**src/core/mted_pkg.sv**
```systemverilog
// What this block does
// Threshold field is unsigned 0..127, 0.063 g steps.
// Thresholds reach 8 g at any full scale.
// Low-noise mode caps threshold at 4 g.
// Mode one clears counter on false sample.
// Mode zero decrements counter, stopping at zero.
// Eight-bit read/write debounce limit, resets zero.
// Motion flag set when counter equals limit.
// Counter saturates at the programmed limit.
// Counter steps once per output sample.
// Bypass bit selects raw or filtered data.
// Config holds latch and axis enables.
// Enabled axis flags when delta exceeds threshold.
// Latched flags held until source is read.
// Source read drops the transient request.
// While latched and active, flags may set, never clear.
// Latched active only adds flags; read clears all.
// Source layout: active, then Z/Y/X pairs.
// Active bit is OR of axis flags.
// Freefall all axes low, motion any high.
// Transient flags magnitude over threshold, raises request.
// Counter rises on each matching sample.
// Unlatched status follows detection every sample.
package mted_pkg;

   // Register indices; the byte address is four times the index.
   localparam logic [5:0] IDX_MOTION_MODE      = 6'h15;
   localparam logic [5:0] IDX_MOTION_THRESHOLD = 6'h17;
   localparam logic [5:0] IDX_DEBOUNCE_LIMIT   = 6'h18;
   localparam logic [5:0] IDX_TRANSIENT_CONFIG = 6'h1d;
   localparam logic [5:0] IDX_TRANSIENT_SOURCE = 6'h1e;
   localparam logic [5:0] IDX_TRANSIENT_THRESH = 6'h1f;
   localparam logic [5:0] IDX_SYSTEM_CONTROL   = 6'h2a;

   // Field positions.
   localparam int DEBOUNCE_MODE_BIT  = 7;
   localparam int MOTION_SEL_BIT     = 0;
   localparam int LOW_NOISE_BIT      = 0;
   localparam int HIGHPASS_BYPASS    = 0;
   localparam int AXIS_EN_LSB        = 1;
   localparam int EVENT_LATCH_BIT    = 4;

   // Reset values.
   localparam logic [7:0] RESET_BYTE = 8'h00;

   // Threshold cap in low-noise mode: 64 steps of 1/16 g is 4 g.
   localparam logic [6:0] LOW_NOISE_THR_CAP = 7'h40;

   typedef struct packed {
      logic       wait_req;
      logic [7:0] rdata;
      logic       motion_sel;
      logic [7:0] motion_threshold;
      logic [7:0] debounce_limit;
      logic [7:0] transient_config;
      logic [7:0] transient_threshold;
      logic       low_noise;
      logic [7:0] debounce_cnt;
      logic       motion_event;
      logic [2:0] axis_event;
      logic [2:0] axis_pol;
      logic       event_active;
      logic       transient_irq;
   } mted_state_type;

endpackage

```
**src/core/mted_detect.sv**
```systemverilog
// Register access over Avalon-MM is this design's own decision.
`timescale 1ns/100ps
module mted_detect (
   input  wire logic        core_clk,
   input  wire logic        reset,
   input  wire logic [7:0]  avs_address,
   input  wire logic        avs_read,
   input  wire logic        avs_write,
   input  wire logic [31:0] avs_writedata,
   input  wire logic [3:0]  avs_byteenable,
   output logic [31:0]      avs_readdata,
   output logic             avs_waitrequest,
   input  wire logic        sample_valid,
   input  wire logic [11:0] raw_x,
   input  wire logic [11:0] raw_y,
   input  wire logic [11:0] raw_z,
   input  wire logic [11:0] hpf_x,
   input  wire logic [11:0] hpf_y,
   input  wire logic [11:0] hpf_z,
   output logic             motion_event,
   output logic             transient_irq
);

   mted_pkg::mted_state_type st_q;
   mted_pkg::mted_state_type st_d;

   logic [2:0][11:0] raw_axis;
   logic [2:0][11:0] hpf_axis;
   logic [2:0][11:0] raw_mag;
   logic [2:0][11:0] tr_mag;
   logic [2:0]       tr_sign;
   logic [2:0]       motion_high;
   logic [2:0]       tr_hit;
   logic [6:0]       motion_thr_eff;
   logic [6:0]       tr_thr_eff;
   logic [11:0]      motion_thr_scaled;
   logic [11:0]      tr_thr_scaled;
   logic             bypass;
   logic             latch_en;
   logic [2:0]       axis_en;

   assign raw_axis = {raw_z, raw_y, raw_x};
   assign hpf_axis = {hpf_z, hpf_y, hpf_x};
   assign bypass   = st_q.transient_config[mted_pkg::HIGHPASS_BYPASS];
   assign latch_en = st_q.transient_config[mted_pkg::EVENT_LATCH_BIT];
   assign axis_en  = st_q.transient_config[mted_pkg::AXIS_EN_LSB +: 3];

   // Samples arrive on a fixed 8 g scale, 1/256 g per count, so one
   // threshold step equals sixteen sample counts at every full scale.
   assign motion_thr_eff = (st_q.low_noise &&
                            st_q.motion_threshold[6:0] > mted_pkg::LOW_NOISE_THR_CAP) ?
                           mted_pkg::LOW_NOISE_THR_CAP :
                           st_q.motion_threshold[6:0];
   assign tr_thr_eff = (st_q.low_noise &&
                        st_q.transient_threshold[6:0] > mted_pkg::LOW_NOISE_THR_CAP) ?
                       mted_pkg::LOW_NOISE_THR_CAP :
                       st_q.transient_threshold[6:0];
   assign motion_thr_scaled = {1'b0, motion_thr_eff, 4'h0};
   assign tr_thr_scaled     = {1'b0, tr_thr_eff, 4'h0};

   for (genvar i = 0; i < 3; i++) begin : g_axis
      logic [11:0] tr_data;
      assign tr_data        = bypass ? raw_axis[i] : hpf_axis[i];
      assign raw_mag[i]     = raw_axis[i][11] ? 12'(-raw_axis[i]) : raw_axis[i];
      assign tr_mag[i]      = tr_data[11] ? 12'(-tr_data) : tr_data;
      assign tr_sign[i]     = tr_data[11];
      assign motion_high[i] = raw_mag[i] > motion_thr_scaled;
      assign tr_hit[i]      = axis_en[i] && (tr_mag[i] > tr_thr_scaled);
   end

   always_comb begin
      logic       acc_read;
      logic       acc_write;
      logic       src_clear;
      logic       cond;
      logic [7:0] cnt;
      logic [2:0] evt;
      logic [2:0] pol;
      acc_read  = 1'b0;
      acc_write = 1'b0;
      src_clear = 1'b0;
      cond      = 1'b0;
      cnt       = 8'h00;
      evt       = 3'h0;
      pol       = 3'h0;
      st_d      = st_q;

      // Every access sees one cycle of waitrequest; read data is
      // captured at the first edge and writes land at the second.
      acc_read  = avs_read && st_q.wait_req;
      acc_write = avs_write && !st_q.wait_req;
      st_d.wait_req = !(st_q.wait_req && (avs_read || avs_write));

      if (acc_read) begin
         case (avs_address[7:2])
            mted_pkg::IDX_MOTION_MODE:      st_d.rdata = {7'h00, st_q.motion_sel};
            mted_pkg::IDX_MOTION_THRESHOLD: st_d.rdata = st_q.motion_threshold;
            mted_pkg::IDX_DEBOUNCE_LIMIT:   st_d.rdata = st_q.debounce_limit;
            mted_pkg::IDX_TRANSIENT_CONFIG: st_d.rdata = st_q.transient_config;
            mted_pkg::IDX_TRANSIENT_SOURCE: begin
               st_d.rdata = {1'b0, st_q.event_active,
                             st_q.axis_event[2], st_q.axis_pol[2],
                             st_q.axis_event[1], st_q.axis_pol[1],
                             st_q.axis_event[0], st_q.axis_pol[0]};
               src_clear = 1'b1;
            end
            mted_pkg::IDX_TRANSIENT_THRESH: st_d.rdata = st_q.transient_threshold;
            mted_pkg::IDX_SYSTEM_CONTROL:   st_d.rdata = {7'h00, st_q.low_noise};
            default:                        st_d.rdata = 8'h00;
         endcase
      end

      if (acc_write && avs_byteenable[0]) begin
         case (avs_address[7:2])
            mted_pkg::IDX_MOTION_MODE:
               st_d.motion_sel = avs_writedata[mted_pkg::MOTION_SEL_BIT];
            mted_pkg::IDX_MOTION_THRESHOLD:
               st_d.motion_threshold = avs_writedata[7:0];
            mted_pkg::IDX_DEBOUNCE_LIMIT:
               st_d.debounce_limit = avs_writedata[7:0];
            mted_pkg::IDX_TRANSIENT_CONFIG:
               st_d.transient_config = {3'h0, avs_writedata[4:0]};
            mted_pkg::IDX_TRANSIENT_THRESH:
               st_d.transient_threshold = avs_writedata[7:0];
            mted_pkg::IDX_SYSTEM_CONTROL:
               st_d.low_noise = avs_writedata[mted_pkg::LOW_NOISE_BIT];
            default: ;
         endcase
      end

      // Freefall needs every axis at or below threshold, motion any above.
      cond = st_q.motion_sel ? (|motion_high) : ~(|motion_high);
      cnt  = st_q.debounce_cnt;
      if (cnt > st_q.debounce_limit) begin
         cnt = st_q.debounce_limit;
      end
      if (sample_valid) begin
         if (cond) begin
            if (cnt < st_q.debounce_limit) begin
               cnt = cnt + 8'h01;
            end
         end else if (st_q.motion_threshold[mted_pkg::DEBOUNCE_MODE_BIT]) begin
            cnt = 8'h00;
         end else if (cnt != 8'h00) begin
            cnt = cnt - 8'h01;
         end
         st_d.motion_event = cond && (cnt == st_q.debounce_limit);
      end
      st_d.debounce_cnt = cnt;

      // A read clears first, so a sample in the same cycle still lands.
      evt = src_clear ? 3'h0 : st_q.axis_event;
      pol = src_clear ? 3'h0 : st_q.axis_pol;
      if (sample_valid) begin
         if (!latch_en || !(st_q.event_active && !src_clear)) begin
            evt = tr_hit;
            pol = tr_hit & tr_sign;
         end else begin
            // Latched and active: event flags set only, none drops before a read; a hit axis takes its new sign.
            evt = evt | tr_hit;
            pol = (pol & ~tr_hit) | (tr_hit & tr_sign);
         end
      end
      st_d.axis_event    = evt;
      st_d.axis_pol      = pol;
      st_d.event_active  = |evt;
      st_d.transient_irq = |evt;
   end

   always_ff @(posedge core_clk or posedge reset) begin
      if (reset) begin
         st_q.wait_req            <= 1'b1;
         st_q.rdata               <= mted_pkg::RESET_BYTE;
         st_q.motion_sel          <= 1'b0;
         st_q.motion_threshold    <= mted_pkg::RESET_BYTE;
         st_q.debounce_limit      <= mted_pkg::RESET_BYTE;
         st_q.transient_config    <= mted_pkg::RESET_BYTE;
         st_q.transient_threshold <= mted_pkg::RESET_BYTE;
         st_q.low_noise           <= 1'b0;
         st_q.debounce_cnt        <= 8'h00;
         st_q.motion_event        <= 1'b0;
         st_q.axis_event          <= 3'h0;
         st_q.axis_pol            <= 3'h0;
         st_q.event_active        <= 1'b0;
         st_q.transient_irq       <= 1'b0;
      end else begin
         st_q <= st_d;
      end
   end

   assign avs_readdata    = {24'h000000, st_q.rdata};
   assign avs_waitrequest = st_q.wait_req;
   assign motion_event    = st_q.motion_event;
   assign transient_irq   = st_q.transient_irq;

endmodule

```
**config.mk**
```make
export PLATFORM = sky130hd
export DESIGN_NAME = mted_detect
export DESIGN_NICKNAME = d
export VERILOG_FILES = /design/src/core/mted_pkg.sv /design/src/core/mted_detect.sv
export SDC_FILE = /design/constraint.sdc
export NUM_CORES = 1
export LEC_CHECK = 0
export ABC_AREA = 1
export ABC_CLOCK_PERIOD_IN_PS = 5300
export BUFFER_PORTS_ARGS = -buffer_cell sky130_fd_sc_hd__clkbuf_2
export CAP_MARGIN = 20
export CORE_MARGIN = 2
export CORE_UTILIZATION = 40
export CTS_CLUSTER_SIZE = 8
export DETAILED_ROUTE_END_ITERATION = 12
export SETUP_SLACK_MARGIN = 0.02
export SYNTH_ARGS = -nofsm -noshare
export SYNTH_HDL_FRONTEND = slang
export SYNTH_SLANG_ARGS = --single-unit
```
**constraint.sdc**
```tcl
create_clock -name core_clk -period 5.3 [get_ports core_clk]
set_input_delay 0.795 -clock core_clk [delete_from_list [all_inputs] [get_ports core_clk]]
set_output_delay 0.795 -clock core_clk [all_outputs]
set_load 0.1 [all_outputs]
```
==> summary.txt, run 1 <==
Outcome
  • Status: finished, final reports clean

STA
  • Rel. slew slack: 0.491
  • Worst Skew: around 0.011 ns
  • Final min period: 4.46 ns
  • Setup_tns: 0 ns
  • Fmax: 0.224 GHz
  • RSZ-0062 raised after global routing: no
  • Slew @ Worst Pin: 0.757 ns
  • Final-report max-slew violation count: 0
  • Fin crit share: 0.841
  • Finish-stage setup viols: 0
  • Count of final hold-check violations: 0

Global routing
  • Total global-route track usage: 0.228
  • Initial antenna violation count: 0
  • Largest net degree at the start of global routing: 57
  • Global-route wire length before repair: 32.8 mm
  • Overflow after GRT: 0
  • Vias in the first global route: between 6000 and 7000

Pwr
  • Pwr dens: approximately 410 nW/um^2
  • Lkg Pwr: slightly below 4 nW
  • Overall Power: 0.00310 W
  • Peak supply drop: ~0.24 mV

Drt
  • Final WL: slightly above 20 mm
  • DRC violations left: 0
  • Antenna Nets Post-Route: 0
  • Vias: about 6900
  • Drt wl/cell: roughly 15 um
  • DR pass1 iterations: 5
  • Vias per inst: 5.02
  • 1st-iter DRT viols: between 400 and 500

Floorplan
  • Die Y: 134 um
  • Initial core utilization: 0.410
  • Chip width: 134 um
  • Die ar.: 18000 um^2
  • I/O pins: 156
  • Std cell rows: between 40 and 50
  • Core ar.: approximately 17000 um^2

Layout
  • Fillers: about 1800
  • Final instance area: about 7600 um^2
  • Most frequent cells in the layout: nand2_1 (303), inv_1 (136), clkbuf_2 (102)
  • Layout area overhead: 11.2%
  • Share of cells above drive strength 1: 0.147
  • Most common cell after layout, fill and taps aside: nand2_1
  • Final layout net count: about 1300
  • Final Non-Filler Cells: roughly 1400
  • ANT cells: 0

Critical path
  • Slowest stage delay, CP: 0.51 ns
  • Arrival @ worst endpoint: ~4.7 ns
  • Critical path's slowest cell: a211oi_1
  • Worst Setup Start Kind: flip-flop
  • Critical setup path kind: flip-flop to flip-flop
  • Worst r2r path cells: 25
  • Crit path max fanout: 19
  • Crit-path most repeated cell: nand2_1
  • Critical Path End Type: flip-flop
  • Required time of the critical path: ~5.5 ns

Yosys
  • Yosys cell types: 52
  • Yosys warns: 0
  • Post-synth EDFFs: 0
  • Syn Inst Count: 1062
  • Average size of a mapped cell: around 6.4 um^2
  • Top_reg_cell synth: dfrtp_1
  • Synthesized flop and latch total: 56
  • Synth async-reset ratio: 1.00
  • Synth Cell Area: roughly 6800 um^2
  • Sequential share of the synthesized area: 0.207

Job
  • Max Cap Viol: 0

Placement
  • Placed Area: ~7400 um^2
  • Port Buffer Count: between 100 and 150
  • GPL Wtd Cong: 0.927
  • Placed insts: about 1400
  • Final HPWL from detailed placement: 17.1 mm

Clock tree
  • Post-CTS Repair Setup Buffers: 0
  • Num CTS Buffers: 5
  • Reg clk slew, reported paths: 0.08 ns
  • CTS tree: built
  • Clk Latency, worst-skew pair: roughly 0.3 ns
  • PostCTS Resize Cnt: 0
  • Total clock sinks: 56
  • Root buffer selected by CTS: clkbuf_16
  • Max clock buf depth: 2
  • CTS Hold Bufs: 0
  • CTS H-Tree Depth: 2

Min path
  • HP Class: flip-flop to flip-flop
  • Cells on Worst Hold Path: 1
-- power breakdown --
part           switching [W]  internal [W]
clock               0.000155      0.000237
sequential         0.0000446      0.000475
combinational        0.00147      0.000712
total                0.00167       0.00142
-- cell families after synthesis --
group           count (synthesis)  share of synthesized area
xor+xnor                       44                     0.0567
other cells                     1                   0.000552
flops                          56                      0.207
mux                             6                    0.00884
buf+inv                       189                      0.125
compound gates                173                      0.145
fa+ha+maj                      57                      0.105
simple gates                  536                      0.352
-- state kept, by name, indices dropped and copies added (netlist names) --
register / count
avs_waitrequest: 1
avs_readdata: 8
bypass: 1
latch_en: 1
axis_en: 3
st_q: 40
transient_irq: 1
motion_event: 1
-- cell usage after synthesis, types with 2 or more instances --
cell | number | area share
a211oi_1 | 3 | 0.0033
a21o_1 | 3 | 0.0033
a21oi_1 | 29 | 0.021
a221oi_1 | 5 | 0.0064
a31oi_1 | 7 | 0.0064
and3_1 | 3 | 0.0028
buf_2 | 6 | 0.0044
buf_4 | 32 | 0.035
clkbuf_1 | 9 | 0.0050
dfrtp_1 | 55 | 0.20
ha_1 | 57 | 0.11
inv_1 | 137 | 0.076
inv_2 | 3 | 0.0017
mux2i_1 | 6 | 0.0088
nand2_1 | 303 | 0.17
nand2_2 | 21 | 0.019
nand2_8 | 2 | 0.0059
nand3_1 | 82 | 0.060
nand3b_1 | 4 | 0.0044
nand4_1 | 7 | 0.0064
nor2_1 | 76 | 0.042
nor2_2 | 5 | 0.0046
nor2_4 | 2 | 0.0033
nor3_1 | 10 | 0.0074
nor3_2 | 4 | 0.0059
nor4_1 | 5 | 0.0046
o211ai_1 | 4 | 0.0044
o21a_1 | 2 | 0.0022
o21ai_0 | 96 | 0.071
o21ai_1 | 7 | 0.0052
o21ai_2 | 4 | 0.0052
o21bai_1 | 2 | 0.0022
o22ai_1 | 7 | 0.0064
or2_2 | 4 | 0.0037
xnor2_1 | 4 | 0.0052
xor2_1 | 40 | 0.052
-- worst max-delay path: cells and delay by family, from the launching register on --
family / cells / cell delay, ns
simple gates: 15 / 1.59
fa+ha+maj: 2 / 0.64
compound gates: 5 / 1.15
buf+inv: 3 / 0.58
flops: 1 / 0.40
-- per-layer routing --
| metal | GRT usage | up-vias | routed length, um |
|---|---|---|---|
| met5 | 0 | - | 0 |
| met4 | 0.0298 | 0 | 184 |
| met3 | 0.0431 | 18 | 1300 |
| met2 | 0.339 | 188 | 8490 |
| met1 | 0.350 | 3093 | 10300 |
| li1 | - | 3589 | - |
-- final cells by class --
cell class              instances  area, um^2  share of cell area
multi-input cells             840        4620               0.612
repair buffers                106         541              0.0716
well taps                     220         275              0.0364
flip-flops and latches         56        1400               0.186
inverters                     141         532              0.0704
clock inverters                 2        38.8             0.00514
clock buffers                   6         139              0.0184
-- final timing paths --
check / slack (ns) / to / start
max: 0.84 / motion_event / st_q[41]
min in group asynchronous: 0.67 / motion_event / reset
max in group asynchronous: 4.12 / avs_readdata[5] / reset
max reg2reg: 0.84 / motion_event / st_q[41]
min: 0.48 / avs_readdata[4] / avs_readdata[4]
min reg2reg: 0.48 / avs_readdata[4] / avs_readdata[4]
-- metrics by stage --
stage | hold WS (ns) | setup slack (ns) | utilization
floorplan | 0.450 | 1.70 | -
global placement | 0.462 | 0.997 | 0.445
detailed placement | 0.467 | 0.955 | 0.445
CTS | 0.487 | 0.894 | 0.455
global route | 0.501 | 0.428 | 0.455
finish | 0.483 | 0.843 | 0.455
(Power assumes the default switching activity.)
==> run 2, diff against run 1 <==
Settings changed: ABC_CLOCK_PERIOD_IN_PS 5300 to 3600.
Clock period 5.3 ns to 3.6 ns, I/O delays scaled along.
==> run 2 against run 1 <==
  * The flow now finishes with violations (negative setup slack)
  * Register-to-register slack worse by 0.93 ns
  * Fmax is 21% higher
  * Sequential share of layout area down 2.9 points
  * Hold slack got worse by 0.11 ns
  * Sequential power increased by 47%
  * Die area did not move
  * Clock-buffer cell count did not move
  * First-iteration DRC count rose by 28%
  * Via count increased by 9.6%
  * Utilization rose by 8.5 points
  * Critical path type unchanged
  * Largest cell class unchanged
==> summary.txt, run 2 (synthesized netlist as in run 1, its figures left out) <==
Clock tree
  • CTS tree: built
  • Reg clk slew, reported paths: 0.07 ns (about the same)
  • Max clock buf depth: 2 (unchanged)
  • Num CTS Buffers: 5 (unchanged)
  • Clk Latency, worst-skew pair: 0.30 ns (about the same)
  • CTS H-Tree Depth: 2 (unchanged)
  • CTS Hold Bufs: 0 (unchanged)
  • Total clock sinks: 56 (unchanged)
  • Root buffer selected by CTS: clkbuf_16

STA
  • Worst Slack Setup Final: -0.0820 ns (-0.925 ns)
  • RSZ-0062 raised after global routing: yes
  • Rel. slew slack: 0.455 (-0.0359)
  • Worst Skew: 0.0112 ns (+0.000498 ns)
  • Finish-stage setup viols: 2 (+2)
  • Final min period: 3.68 ns (-0.775 ns)
  • Count of final hold-check violations: 0 (unchanged)
  • Slew @ Worst Pin: 0.816 ns (+0.0584 ns)
  • Fmax: 0.272 GHz (+21%)
  • Fin crit share: 1.02 (+0.182)
  • Final-report max-slew violation count: 0 (unchanged)

Layout
  • Max FFs per register: 40 (unchanged)
  • Share of cells above drive strength 1: 0.290 (+0.144)
  • ANT cells: 0 (unchanged)
  • Layout area overhead: 31.9%
  • Final layout net count: 1459 (+9.9%)
  • Post-layout util: 0.540 (+0.0849)
  • Register with the most flip-flops: st_q
  • Most common cell after layout, fill and taps aside: nand2_1
  • Most frequent cells in the layout: nand2_1 (293), inv_1 (131), buf_4 (125)

Pwr
  • Comb pwr share: 0.764 (+0.059)
  • NetSw: 0.00278 W (+67%)
  • Peak supply drop: 0.504 mV (+110%)
  • Lkg Pwr: 4.69 nW (+18%)
  • Clk network pwr share: 0.094 (-0.033)
  • Int Pwr: 0.00258 W (+81%)
  • Overall Power: 0.00536 W (+73%)
  • Reg power frac: 0.142 (-0.026)
  • Pwr dens: 599 nW/um^2 (+46%)
  • Sw Share: 0.519 (-0.0208)

Min path
  • HP Class: input pin to async pin

Critical path
  • Arrival @ worst endpoint: 3.86 ns (-0.83 ns)
  • RR Endpoint: transient_irq
  • Crit path max fanout: 5 (-14)
  • Slowest stage delay, CP: 0.41 ns (-0.10 ns)
  • Worst Setup Start Kind: flip-flop
  • Critical path's slowest cell: dfrtp_2
  • Required time of the critical path: 3.78 ns (-1.75 ns)
  • Critical Path End Type: flip-flop
  • Crit-path cells: buf_6, buf_6, mux2i_2, ha_2, inv_2, nor3_2, buf_4, nand4_1, nor2_1, a21oi_2, xor2_1, inv_1, ha_4, and3_4, nand3_2, a21oi_2, o21ai_1, o21ai_1, buf_4, nand2_4, nand2_4, o22ai_4, or3_1
  • Worst R2R Start: bypass
  • Reg2Reg Setup Slack: -0.08 ns (-0.93 ns)
  • Worst Path Buf+Inv: 6 (+3)
  • Top delay family on crit path: simple AND/OR/NAND/NOR gates
  • Critical setup path kind: flip-flop to flip-flop
  • Worst r2r path cells: 23 (-8.0%)

Drt
  • Drt wl/cell: 15.2 um (+2.5%)
  • Vias per inst: 5.03 (+0.12%)
  • DRC violations left: 0 (unchanged)
  • Vias: 7550 (+9.6%)
  • Antenna Nets Post-Route: 0 (unchanged)
  • DR pass1 iterations: 5 (unchanged)
  • Final WL: 22.8 mm (+12%)
  • 1st-iter DRT viols: 563 (+28%)

Floorplan
  • Die Y: 134 um (unchanged)
  • Chip width: 134 um (unchanged)
  • Core ar.: 16600 um^2 (unchanged)
  • I/O pins: 156 (unchanged)
  • Die ar.: 18000 um^2 (unchanged)
  • Std cell rows: 47 (unchanged)
  • Initial core utilization: 0.410 (unchanged)

Outcome
  • Failing checks: negative setup slack
  • Status: complete, but fails checks

Global routing
  • Global-route wire length before repair: 35.0 mm (+6.7%)
  • Largest net degree at the start of global routing: 37 (-35%)
  • Vias in the first global route: 6723 (+6.9%)
  • Initial antenna violation count: 0 (unchanged)
  • Total global-route track usage: 0.245 (+0.0162)
  • Overflow after GRT: 0 (unchanged)

Placement
  • Final HPWL from detailed placement: 18.4 mm (+7.9%)
  • Port Buffer Count: 102 (unchanged)
  • GPL Wtd Cong: 0.934 (+0.80%)

Job
  • Max Cap Viol: 0 (unchanged)
## run 2: changes by cell type in the layout (fill, tap and decap cells not counted), moves of 8 or more
cell	change
a21oi_2	+8
o21ai_0	-16
nor2_2	+9
ha_4	+8
ha_1	-11
nor2_1	-11
a21oi_1	-8
o21ai_1	+10
buf_6	+10
nand2_1	-10
buf_4	+121
## run 2: timing repair
action                                  CTS  global route
buffers inserted                          6            15
gates resized for setup                  26            94
endpoints found under the setup margin    4            11
cloned                                    0             0
pin swaps                                14            46
## run 2: worst max-delay path by stage
stage / from / endpoint / slack [ns] / depth (start not counted)
after floorplan: st_q[41] / motion_event / 0.12 / 26
after global placement: bypass / transient_irq / -0.17 / 21
after detailed placement: bypass / transient_irq / -0.20 / 20
after CTS: bypass / transient_irq / -0.007 / 22
after global routing: bypass / transient_irq / -0.37 / 23
final: bypass / transient_irq / -0.08 / 23
## run 2: layer usage
metal / GRT usage / wire length [um]
met4: 0.0386 / 274
met1: 0.374 / 11300
met5: 0 / 0
met3: 0.0317 / 1470
met2: 0.372 / 9760
## run 2: cell type report
cell class              instances  area [um^2]
clock inverters                 1         8.76
fillers                      1714         7620
clock buffers                   6          139
multi-input cells             840         5030
flip-flops and latches         56         1400
well taps                     220          275
inverters                     141          537
repair buffers                237         1560
## run 2: power groups by stage
stage,Sequential [W],Combinational (W),Clock [W]
floorplan,0.000772,0.00257,0
global placement,0.000766,0.00355,0
detailed placement,0.000766,0.00359,0
CTS,0.000753,0.00362,0.000512
global route,0.000770,0.00453,0.000534
finish,0.000762,0.00410,0.000505
## run 2: metrics by stage
step | TNS, ns | std cells | area (um^2) | hold slack [ns] | setup WS (ns)
after floorplan | 0 | 1085 | 6880 | 0.450 | 0.123
after global placement | -0.328 | 1475 | 8220 | 0.464 | -0.166
after detailed placement | -0.418 | 1475 | 8220 | 0.468 | -0.204
after CTS | -0.00691 | 1488 | 8470 | 0.402 | -0.00691
after global routing | -1.30 | 1501 | 8960 | 0.431 | -0.370
final | -0.120 | 1501 | 8960 | 0.374 | -0.0820
==> run 3, diff against run 2 <==
Settings changed: MAX_ROUTING_LAYER set to met4, TNS_END_PERCENT set to 20.
==> run 3 against run 2 <==
  * The run still ends with negative setup slack left
  * Critical path type unchanged
  * Register-to-register slack better by 0.03 ns
  * Combinational power is 9.8% lower
  * Clock-buffer cell count is 1 lower
  * Global-route usage is 0.87 points higher
  * Flip-flop and latch count stayed put
  * Clock power is 14% higher
  * Final area is 2.6% lower
  * Cell count is 0.47% lower
  * Setup slack better by 0.033 ns
==> summary.txt, run 3 (synthesized netlist as in run 1, its figures left out) <==
Floorplan
  • Die Y: 134 um (unchanged)
  • I/O pins: 156 (unchanged)
  • Core ar.: 16600 um^2 (unchanged)
  • Initial core utilization: 0.410 (unchanged)
  • Die ar.: 18000 um^2 (unchanged)
  • Std cell rows: 47 (unchanged)
  • Chip width: 134 um (unchanged)

STA
  • RSZ-0062 raised after global routing: yes
  • Fin crit share: 1.01 (-0.00904)
  • Final-report max-slew violation count: 0 (unchanged)
  • Rel. slew slack: 0.355 (-0.101)
  • Final min period: 3.65 ns (-0.0325 ns)
  • Finish-stage setup viols: 1 (-1)
  • Worst Slack Setup Final: -0.0495 ns (+0.0325 ns)
  • Worst Skew: 0.00672 ns (-0.00447 ns)
  • Slew @ Worst Pin: 0.968 ns (+0.152 ns)
  • Count of final hold-check violations: 0 (unchanged)
  • Fmax: 0.274 GHz (+0.89%)
  • Hold WS: 0.403 ns (+0.0289 ns)

Global routing
  • Largest net degree at the start of global routing: 46 (+24%)
  • Initial antenna violation count: 0 (unchanged)
  • Global-route wire length before repair: 35.0 mm (+0.12%)
  • Vias in the first global route: 6811 (+1.3%)
  • Overflow after GRT: 0 (unchanged)
  • Total global-route track usage: 0.253 (+0.00873)

Pwr
  • Clk network pwr share: 0.115 (+0.021)
  • Lkg Pwr: 4.62 nW (-1.5%)
  • Peak supply drop: 0.490 mV (-2.7%)
  • NetSw: 0.00262 W (-6.0%)
  • Int Pwr: 0.00242 W (-6.1%)
  • Reg power frac: 0.150 (+0.008)
  • Comb pwr share: 0.735 (-0.029)
  • Pwr dens: 577 nW/um^2 (-3.6%)
  • Sw Share: 0.519 (about the same)

Min path
  • HP Class: input pin to flip-flop

Clock tree
  • Reg clk slew, reported paths: 0.08 ns (about the same)
  • Clk Latency, worst-skew pair: 0.30 ns (about the same)
  • Root buffer selected by CTS: clkbuf_16
  • Max clock buf depth: 2 (unchanged)
  • CTS H-Tree Depth: 2 (unchanged)
  • Total clock sinks: 56 (unchanged)
  • Num CTS Buffers: 5 (unchanged)
  • CTS tree: built

Layout
  • Max FFs per register: 40 (unchanged)
  • Multi-input logic area: 4850 um^2 (-3.8%)
  • Final layout net count: 1451 (-0.55%)
  • ANT cells: 0 (unchanged)
  • Layout area overhead: 28.6%
  • Most common cell after layout, fill and taps aside: nand2_1
  • Final Non-Filler Cells: 1494 (-0.47%)
  • Fillers: 1720 (+0.35%)
  • Most frequent cells in the layout: nand2_1 (291), inv_1 (131), buf_4 (122)
  • Share of cells above drive strength 1: 0.268 (-0.0220)
  • Seq. cell area: 1400 um^2 (about the same)
  • Post-layout util: 0.526 (-0.0138)
  • Final instance area: 8730 um^2 (-2.6%)
  • Register with the most flip-flops: st_q

Critical path
  • Critical path's slowest cell: o21ai_0
  • Crit-path cells: buf_12, buf_8, buf_4, o21ai_0, nand3_2, nand2_2, xor2_2, inv_1, ha_1, inv_2, nor2_1, nor2_1, o21ai_1, o21a_1, o211ai_1, a32o_2, o21ai_2, nand2_2, o22ai_2, or3_1
  • Worst Setup Start Kind: flip-flop
  • Critical Path End Type: flip-flop
  • Crit path max fanout: 7 (+2)
  • Worst Path Buf+Inv: 5 (-1)
  • Arrival @ worst endpoint: 3.83 ns (-0.03 ns)
  • Slowest stage delay, CP: 0.47 ns (+0.06 ns)
  • Critical setup path kind: flip-flop to flip-flop
  • Top delay family on crit path: compound AO/OA/AOI/OAI gates
  • Required time of the critical path: 3.78 ns (about the same)

Outcome
  • Status: complete, but fails checks
  • Failing checks: negative setup slack

Placement
  • Placed Area: 8210 um^2 (about the same)
  • Final HPWL from detailed placement: 18.5 mm (about the same)
  • Placed insts: 1473 (-0.14%)
  • GPL Wtd Cong: 0.936 (+0.20%)
  • Port Buffer Count: 102 (unchanged)

Job
  • Max Cap Viol: 0 (unchanged)

Drt
  • Antenna Nets Post-Route: 0 (unchanged)
  • Vias per inst: 5.03 (about the same)
  • Vias: 7519 (-0.41%)
  • DR pass1 iterations: 5 (unchanged)
  • Final WL: 22.1 mm (-3.0%)
  • 1st-iter DRT viols: 553 (-1.8%)
  • Drt wl/cell: 14.8 um (-2.5%)
  • DRC violations left: 0 (unchanged)
==> run 3: cell types whose count changed in the layout (fill, tap and decap cells not counted), moves of 7 or more <==
cell     before  now
nand2_2      24   33
buf_6        10    2
a21oi_1      21   28
a21oi_2       8    1
nor2_1       65   72
nor2_2       14    7
==> run 3: final cells by class <==
class,instances,area share
timing repair buffer,229,0.172
sequential,56,0.161
inverter,141,0.0615
tap,220,0.0315
clock buffer,5,0.0143
clock inverter,3,0.00530
multi-input combinational,840,0.555
==> run 3: metal layers <==
metal  GRT usage  up-vias  routed length [um]
met2       0.362      224                9290
met5           -        -                   0
met1       0.386     3437               11200
met4      0.0503        0                 323
met3      0.0249       29                1320
li1            -     3829                   -
==> run 3: metrics by stage <==
step / power (W) / setup TNS, ns / setup WS [ns]
after global placement: 0.00431 / -0.243 / -0.166
final: 0.00504 / -0.0495 / -0.0495
after floorplan: 0.00334 / 0 / 0.123
after detailed placement: 0.00435 / -0.402 / -0.241
after global routing: 0.00552 / -0.713 / -0.264
after CTS: 0.00497 / -0.0343 / -0.0343
==> run 3: power by group through the flow <==
| stage | logic [W] | registers (W) | clock network (W) |
|---|---|---|---|
| 2_1_floorplan | 0.00257 | 0.000772 | 0 |
| 6_report | 0.00370 | 0.000756 | 0.000578 |
| 4_1_cts | 0.00363 | 0.000754 | 0.000587 |
| 3_3_place_gp | 0.00354 | 0.000768 | 0 |
| 5_1_grt | 0.00414 | 0.000764 | 0.000616 |
| 3_5_place_dp | 0.00358 | 0.000768 | 0 |
==> run 3: repair_timing <==
action                     4_1_cts  5_1_grt
pin swaps                       11       10
hold endpoints to repair         0        0
hold buffers                     0        0
setup endpoints to repair        2        8
gates resized for setup         42       40
setup buffers                   11        2
==> run 3: final timing paths <==
kind	end	slack, ns	from	depth (start not counted)
worst min register to register	avs_readdata[1]	0.48	avs_readdata[1]	2
worst max-delay path	transient_irq	-0.05	bypass	20
worst min-delay path	avs_waitrequest	0.40	avs_write	2
min in group asynchronous	st_q[40]	0.43	reset	2
max in group asynchronous	avs_waitrequest	2.41	reset	3
worst max register to register	transient_irq	-0.05	bypass	20
